===== config.mk =====
export PLATFORM = sky130hd
export DESIGN_NAME = pcrb_unit
export DESIGN_NICKNAME = d
export VERILOG_FILES = /design/src/hw/pcrb_pkg.sv /design/src/hw/pcrb_unit.sv
export VERILOG_INCLUDE_DIRS = /design/src /design/src/hw
export SDC_FILE = /design/constraint.sdc
export NUM_CORES = 1
export LEC_CHECK = 0
export BUFFER_PORTS_ARGS = -buffer_cell sky130_fd_sc_hd__buf_2
export CORE_ASPECT_RATIO = 1.1
export CORE_MARGIN = 5
export CORE_UTILIZATION = 53
export CTS_CLUSTER_DIAMETER = 50
export DETAILED_ROUTE_END_ITERATION = 7
export PLACE_DENSITY = 0.95
export SYNTH_ARGS = -nofsm -noshare
export SYNTH_HDL_FRONTEND = slang
export SYNTH_SLANG_ARGS = --single-unit

===== constraint.sdc =====
create_clock -name i_clk -period 4.3 [get_ports i_clk]
set_input_delay 0.43 -clock i_clk [delete_from_list [all_inputs] [get_ports i_clk]]
set_output_delay 0.43 -clock i_clk [all_outputs]
set_load 0.005 [all_outputs]

===== src/hw/pcrb_defs.svh =====
`ifndef PCRB_DEFS_SVH
`define PCRB_DEFS_SVH
// Displacement shaping
`define PCRB_IMM_W      16
`define PCRB_DISP_SHIFT 2
`define PCRB_DISP_W     18
// Link register number and link offset (second instruction after the branch)
`define PCRB_LINK_REG   5'h1F
`define PCRB_LINK_OFS   32'h0000_0008
// Delay slot sits one word after the branch
`define PCRB_SLOT_OFS   32'h0000_0004
`define PCRB_ZERO_REG   5'h00
`endif


===== src/hw/pcrb_pkg.sv =====
package pcrb_pkg;
  // Branch kinds handled by this unit
  typedef enum logic [2:0] {
    PCRB_OP_NONE,
    PCRB_OP_BRANCH_EQUAL_LIKELY,
    PCRB_OP_BRANCH_NONNEG,
    PCRB_OP_BRANCH_NONNEG_LIKELY,
    PCRB_OP_BRANCH_NONNEG_LINK,
    PCRB_OP_BRANCH_NONNEG_LINK_LIKELY
  } pcrb_op_e;

  // Branch request from decode
  typedef struct packed {
    pcrb_op_e    op;
    logic [4:0]  rs;
    logic [4:0]  rt;
    logic [15:0] imm;
    logic [31:0] pc;
  } pcrb_req_s;

  // Resolution result to fetch and writeback
  typedef struct packed {
    logic        redirect;
    logic [31:0] target;
    logic        squash_slot;
    logic        link_we;
    logic [4:0]  link_reg;
    logic [31:0] link_data;
  } pcrb_res_s;
endpackage : pcrb_pkg


===== src/hw/pcrb_unit.sv =====
`timescale 1ns/100ps
`include "pcrb_defs.svh"
// Summary of operation
// - Displacement is immediate with two zero bits
// - Sign-extend displacement to register width
// - Target is delay-slot address plus displacement
// - Equal-likely taken when both sources match
// - Nonneg family taken when sign bit zero
// - Ordinary branches always run delay slot
// - Not-taken likely branch squashes delay slot
// - Link forms write branch plus eight always
// - Re-executed branch reevaluates from register state
// - These branches raise no exception
// - Link with register zero always calls
// - Likely branches are not predicted taken
module pcrb_unit #(
  parameter int GPR_W = 32
) (
  input  wire logic               i_clk,
  input  wire logic               i_rst_n,
  input  wire logic               i_valid,
  input  wire pcrb_pkg::pcrb_req_s i_req,
  input  wire logic [GPR_W-1:0]   i_rs_val,
  input  wire logic [GPR_W-1:0]   i_rt_val,
  output logic                    o_redirect,
  output logic [GPR_W-1:0]        o_target,
  output logic                    o_squash_slot,
  output logic                    o_link_we,
  output logic [4:0]              o_link_reg,
  output logic [GPR_W-1:0]        o_link_data,
  output logic                    o_exception
);

  // ==========================================================
  // Decode helpers
  // ==========================================================
  // Used only for the delay-slot squash decode; link forms use is_link
  function automatic logic is_likely(input pcrb_pkg::pcrb_op_e op);
    is_likely = (op == pcrb_pkg::PCRB_OP_BRANCH_EQUAL_LIKELY) ||
                (op == pcrb_pkg::PCRB_OP_BRANCH_NONNEG_LIKELY) ||
                (op == pcrb_pkg::PCRB_OP_BRANCH_NONNEG_LINK_LIKELY);
  endfunction : is_likely

  function automatic logic is_link(input pcrb_pkg::pcrb_op_e op);
    is_link = (op == pcrb_pkg::PCRB_OP_BRANCH_NONNEG_LINK) ||
              (op == pcrb_pkg::PCRB_OP_BRANCH_NONNEG_LINK_LIKELY);
  endfunction : is_link

  // ==========================================================
  // Operand fetch and condition
  // ==========================================================
  logic [GPR_W-1:0] rs_eff;
  logic [GPR_W-1:0] rt_eff;
  logic             cond;
  logic             known_op;

  // Register zero forced to zero so the file port need not guarantee it
  assign rs_eff = (i_req.rs == `PCRB_ZERO_REG) ? '0 : i_rs_val;
  assign rt_eff = (i_req.rt == `PCRB_ZERO_REG) ? '0 : i_rt_val;

  // Condition is pure function of register values, so re-execution repeats it
  always_comb begin
    cond     = 1'b0;
    known_op = 1'b1;
    case (i_req.op)
      pcrb_pkg::PCRB_OP_BRANCH_EQUAL_LIKELY: begin
        cond = (rs_eff == rt_eff);
      end
      pcrb_pkg::PCRB_OP_BRANCH_NONNEG,
      pcrb_pkg::PCRB_OP_BRANCH_NONNEG_LIKELY,
      pcrb_pkg::PCRB_OP_BRANCH_NONNEG_LINK,
      pcrb_pkg::PCRB_OP_BRANCH_NONNEG_LINK_LIKELY: begin
        // Zero source has a clear sign bit, so the link form always calls
        cond = ~rs_eff[GPR_W-1];
      end
      default: begin
        known_op = 1'b0;
      end
    endcase
  end

  // ==========================================================
  // Target and link arithmetic
  // ==========================================================
  logic [`PCRB_DISP_W-1:0] disp_short;
  logic [GPR_W-1:0]        disp;
  logic [GPR_W-1:0]        slot_pc;
  logic [GPR_W-1:0]        next_target;
  logic [GPR_W-1:0]        next_link;

  assign disp_short  = {i_req.imm, {`PCRB_DISP_SHIFT{1'b0}}};
  assign disp        = {{(GPR_W-`PCRB_DISP_W){disp_short[`PCRB_DISP_W-1]}},
                        disp_short};
  // Base is the delay slot, not the branch itself
  assign slot_pc     = GPR_W'(i_req.pc) + GPR_W'(`PCRB_SLOT_OFS);
  assign next_target = slot_pc + disp;
  assign next_link   = GPR_W'(i_req.pc) + GPR_W'(`PCRB_LINK_OFS);

  logic fire;
  assign fire = i_valid && known_op;

  // ==========================================================
  // Redirect, registered so PC loads in the cycle after the branch
  // ==========================================================
  // One cycle of latency lets the slot issue first; next fetch then follows
  always_ff @(posedge i_clk) begin
    if (!i_rst_n) begin
      o_redirect <= 1'b0;
      o_target   <= '0;
    end else begin
      o_redirect <= fire && cond;
      o_target   <= next_target;
    end
  end

  // ==========================================================
  // Delay-slot squash
  // ==========================================================
  // Ordinary branches never squash; only a failed likely branch does
  // No static prediction, so a miss costs only the squashed slot
  always_ff @(posedge i_clk) begin
    if (!i_rst_n) begin
      o_squash_slot <= 1'b0;
    end else begin
      o_squash_slot <= fire && is_likely(i_req.op) && !cond;
    end
  end

  // ==========================================================
  // Link writeback
  // ==========================================================
  // Written whether or not taken; a source of 31 is left to software
  always_ff @(posedge i_clk) begin
    if (!i_rst_n) begin
      o_link_we   <= 1'b0;
      o_link_reg  <= '0;
      o_link_data <= '0;
    end else begin
      o_link_we   <= fire && is_link(i_req.op);
      o_link_reg  <= `PCRB_LINK_REG;
      o_link_data <= next_link;
    end
  end

  // These branches never trap
  assign o_exception = 1'b0;

  // ==========================================================
  // Checks
  // ==========================================================
  redirect_when_taken_a: assert property (@(posedge i_clk) disable iff (!i_rst_n)
    (fire && cond) |=> (o_redirect && o_target == $past(next_target)))
    else $error("taken branch did not redirect to slot plus displacement");

  target_slot_base_a: assert property (@(posedge i_clk) disable iff (!i_rst_n)
    fire |=> o_target == $past(i_req.pc) + 32'h4
      + {{14{$past(i_req.imm[15])}}, $past(i_req.imm), 2'b00})
    else $error("target not slot address plus shifted immediate");

  equal_compare_a: assert property (@(posedge i_clk) disable iff (!i_rst_n)
    (i_valid && i_req.op == pcrb_pkg::PCRB_OP_BRANCH_EQUAL_LIKELY)
      |=> o_redirect == ($past(rs_eff) == $past(rt_eff)))
    else $error("equal likely resolved wrongly");

  sign_test_a: assert property (@(posedge i_clk) disable iff (!i_rst_n)
    (i_valid && i_req.op == pcrb_pkg::PCRB_OP_BRANCH_NONNEG)
      |=> o_redirect == !$past(i_rs_val[GPR_W-1] && i_req.rs != 5'h00))
    else $error("nonneg test wrong");

  ordinary_no_squash_a: assert property (@(posedge i_clk) disable iff (!i_rst_n)
    (i_valid && !is_likely(i_req.op)) |=> !o_squash_slot)
    else $error("ordinary branch squashed its slot");

  likely_squash_a: assert property (@(posedge i_clk) disable iff (!i_rst_n)
    o_squash_slot |-> !o_redirect && $past(is_likely(i_req.op)))
    else $error("squash without failed likely branch");

  link_write_a: assert property (@(posedge i_clk) disable iff (!i_rst_n)
    (i_valid && is_link(i_req.op)) |=>
      (o_link_we && o_link_reg == 5'h1F && o_link_data == $past(i_req.pc) + 32'h8))
    else $error("link not written with branch plus eight");

  zero_call_a: assert property (@(posedge i_clk) disable iff (!i_rst_n)
    (i_valid && i_req.op == pcrb_pkg::PCRB_OP_BRANCH_NONNEG_LINK && i_req.rs == 5'h00)
      |=> (o_redirect && o_link_we))
    else $error("link with zero source did not call");

  no_exception_a: assert property (@(posedge i_clk) disable iff (!i_rst_n)
    !o_exception)
    else $error("branch raised exception");

  likely_miss_squash_a: assert property (@(posedge i_clk) disable iff (!i_rst_n)
    (fire && is_likely(i_req.op) && !cond) |=> (o_squash_slot && !o_redirect))
    else $error("failed likely branch kept its slot");

  idle_no_pulse_a: assert property (@(posedge i_clk) disable iff (!i_rst_n)
    !fire |=> !(o_redirect || o_squash_slot || o_link_we))
    else $error("pulse without an accepted branch");

  link_regardless_a: assert property (@(posedge i_clk) disable iff (!i_rst_n)
    (fire && is_link(i_req.op) && !cond) |=> (o_link_we && !o_redirect))
    else $error("untaken link branch skipped its link write");

  zero_source_a: assert property (@(posedge i_clk) disable iff (!i_rst_n)
    (fire && i_req.rs == 5'h00 && i_req.op != pcrb_pkg::PCRB_OP_BRANCH_EQUAL_LIKELY)
      |=> o_redirect)
    else $error("register zero not read as zero");

  cov_taken_c:      cover property (@(posedge i_clk) disable iff (!i_rst_n) o_redirect);
  cov_squash_c:     cover property (@(posedge i_clk) disable iff (!i_rst_n) o_squash_slot);
  cov_link_miss_c:  cover property (@(posedge i_clk) disable iff (!i_rst_n)
    o_link_we && !o_redirect);
  cov_back_back_c:  cover property (@(posedge i_clk) disable iff (!i_rst_n)
    o_redirect ##1 o_redirect);
  cov_link_squash_c: cover property (@(posedge i_clk) disable iff (!i_rst_n)
    o_link_we && o_squash_slot);

endmodule : pcrb_unit


==> run_results.csv <==
group,metric,value,unit
placed_design,port_buffers,199,
yosys,ys_seq_area_share,27.5,%
power_and_ir_drop,clockPowerShare,29.5,%
yosys,ys_warn_count,0,
timing,hold_viol,0,
route,top_layer_used,"met5",
setup_path,arrival,3130,ps
yosys,synth_cell_types,64,
power_and_ir_drop,total_power,0.00183,W
power_and_ir_drop,p_leak,2.97,nW
yosys,synth_edf_count,0,
timing,tns,0,ps
power_and_ir_drop,combPwrFrac,32.8,%
timing,min_period,2850,ps
setup_path,cp_max_fo,5,
timing,fmax,0.351,GHz
global_route,grt_first_pass_wirelength,23500,um
floorplanning,die_w,101,um
yosys,syn_nets,784,
cts,cts_tree,"built",
timing,maxSlewHeadroom,54.3,%
route,drtAntennaViolNets,0,
timing,whs,290,ps
placed_design,dp_hpwl,12100,um
setup_path,cp_slowest_cell,"fa_1",
route,wl_met2,7640,um
cts,h-tree-depth,3,
cts,cts_buffers,9,
cells_and_area,largest_reg_flops,32,
timing,fin_crit_sh,66.2,%
worst_hold_path,holdPathEnd,"o_target[0]",
yosys,synth_seq_cells,66,
cells_and_area,largest-register,"o_target",
timing,rsz0062_at_grt,"no",
worst_hold_path,hold_depth,2,
setup_path,startpoint_type,"primary input",
worst_hold_path,min_path_type,"primary input to flip-flop",
route,wl_met3,1410,um
cts,ctsLongestPathBuffers,2,
floorplanning,core-area,8870,sq um
cts,postCtsSetupBuffers,0,
cells_and_area,area_delta_synth_final,25.6,%
timing,slew_violations,0,
setup_path,end_kind,"flip-flop",
placed_design,placed_cell_area,5840,sq um
setup_path,worstPathCellList,"buf_2, ha_1, ha_1, fa_1, a21o_1, a311o_1, and3_1, o211ai_2, a2111oi_4, a31oi_1, mux2i_1",
global_route,grtUsageTotal,26.8,%
route,drtPass1Iterations,7,
route,drt_wl_total,15400,um
setup_path,critPathMostFrequentCell,"ha_1",
cells_and_area,layout_commonest_cell,"buf_2",
cts,cts_root_buffer,"clkbuf_8",
route,via_per_inst,5.87,
route,vias,5321,
cells_and_area,diodes,0,
floorplanning,initial_core_util,54.2,%
global_route,antenna_found_initial,1,
power_and_ir_drop,seqPwrFrac,37.7,%
outcome,outcome,"finished clean",
yosys,async_flop_share,0,%
route,drtIter0Drc,335,
yosys,syn_area_per_cell,8.06,sq um
timing,setup_violations,0,
job,max-cap-violations,0,
power_and_ir_drop,p_sw_share,32.4,%
cells_and_area,largest_registers,"o_target (32), o_link_data (30)",
power_and_ir_drop,ir_worst_vdd,193,uV
cells_and_area,finalInstanceArea,6040,sq um
power_and_ir_drop,p_sw,0.000594,W
cells_and_area,final_cell_mix,"199 x buf_2, 67 x nor2_1, 66 x dfxtp_1, 58 x ha_1, 49 x nand2_1",
global_route,grt_pass1_vias,5071,
setup_path,worstSetupPathType,"primary input to flip-flop",
floorplanning,die-area,11100,sq um
global_route,grt_max_degree,29,
floorplanning,rows,36,
cts,cts.hold.buffers_added,0,
floorplanning,die_y,110,um
power_and_ir_drop,intPower,0.00124,W
setup_path,slowest_delay,420,ps
timing,worst_pin_slew,683,ps
yosys,synthFlopType,"dfxtp_1",
cells_and_area,fin_nets,974,
setup_path,timing.critical_path.required,4580,ps
cells_and_area,final_layout_size_suffix_gt1_share,28.5,%
global_route,grt_overflow,0,
placed_design,gp_congestion,1.08,
route,routedWlPerCell,16.9,um
route,m1WireLength,5500,um
power_and_ir_drop,power_density,303,nW/um^2
cts,cts.reportedPaths.clkPinSlew,70,ps
yosys,synthCells,597,
cts,clock_sinks,66,
floorplanning,ios,201,
cts,cts_resized,0,
yosys,synth_area,4810,sq um
route,drc,0,
worst_hold_path,hold_start,"i_req[0]",
-- metal layers --
metal	global-route usage [%]	up-vias
li1	-	2528
met1	28.3	2405
met2	48.6	321
met3	5.01	65
met4	17.0	2
met5	0	-
-- cell families after synthesis --
group,count (synthesis),share of synthesized area (%)
compound gates,145,20.2
xor+xnor,42,7.64
fa+ha+maj,59,15.5
buf+inv,54,5.04
flops,66,27.5
mux,3,0.624
other cells,1,0.0779
simple gates,227,23.4
-- Yosys cell counts, drive strengths merged (7+ instances only) --
master / instances / area [sq um]
nor2: 67 / 251
dfxtp: 66 / 1320
ha: 58 / 726
nand2: 49 / 184
a21oi: 37 / 185
inv: 33 / 124
o21ai: 31 / 155
xor2: 22 / 193
xnor2: 20 / 175
nor3: 16 / 85.1
nand3: 15 / 75.1
nand2b: 14 / 87.6
nand4: 13 / 81.3
buf: 12 / 83.8
a21o: 10 / 76.3
a31oi: 10 / 62.6
and2: 9 / 58.8
clkbuf: 9 / 35.0
nor2b: 9 / 56.3
nor4: 8 / 50.1
o2111ai: 8 / 76.3
o22ai: 8 / 50.1
or3: 7 / 43.8
-- power groups by stage --
stage / combinational, W / clock (W) / sequential (W)
floorplan: 0.000342 / 0 / 0.000715
global placement: 0.000568 / 0 / 0.000704
detailed placement: 0.000582 / 0 / 0.000704
CTS: 0.000591 / 0.000547 / 0.000692
global route: 0.000662 / 0.000580 / 0.000700
finish: 0.000601 / 0.000541 / 0.000692
-- critical path: cells and delay by family --
kind	cells	cell delay, ps
buf+inv	1	130
fa+ha+maj	3	960
simple gates	1	190
mux	1	190
compound gates	5	1220
-- through the flow --
step	instances	util (%)	worst slack, ps
finish	906	68.1	1450
floorplan	597	-	1480
global route	906	68.1	1210
global placement	890	65.8	1150
CTS	906	68.1	1500
detailed placement	890	65.8	1140
-- worst max-delay path by stage --
stage               startpoint           end  slack (ps)  cells after the start
CTS                   i_req[3]  o_target[29]        1500                     11
detailed placement   i_req[47]  o_target[28]        1140                     10
global route         i_req[47]  o_target[28]        1210                     10
global placement     i_req[47]  o_target[28]        1150                     10
finish                i_req[3]  o_target[29]        1450                     11
floorplan             i_req[3]  o_target[29]        1480                     10
-- layout make-up --
class / instances / area [sq um]
sequential: 66 / 1320
timing repair buffer: 200 / 1000
inverter: 33 / 124
clock inverter: 4 / 50.0
multi-input combinational: 477 / 3250
fill: 684 / 2830
tap: 114 / 143
clock buffer: 12 / 155
Power figures use the tool's default switching activity.
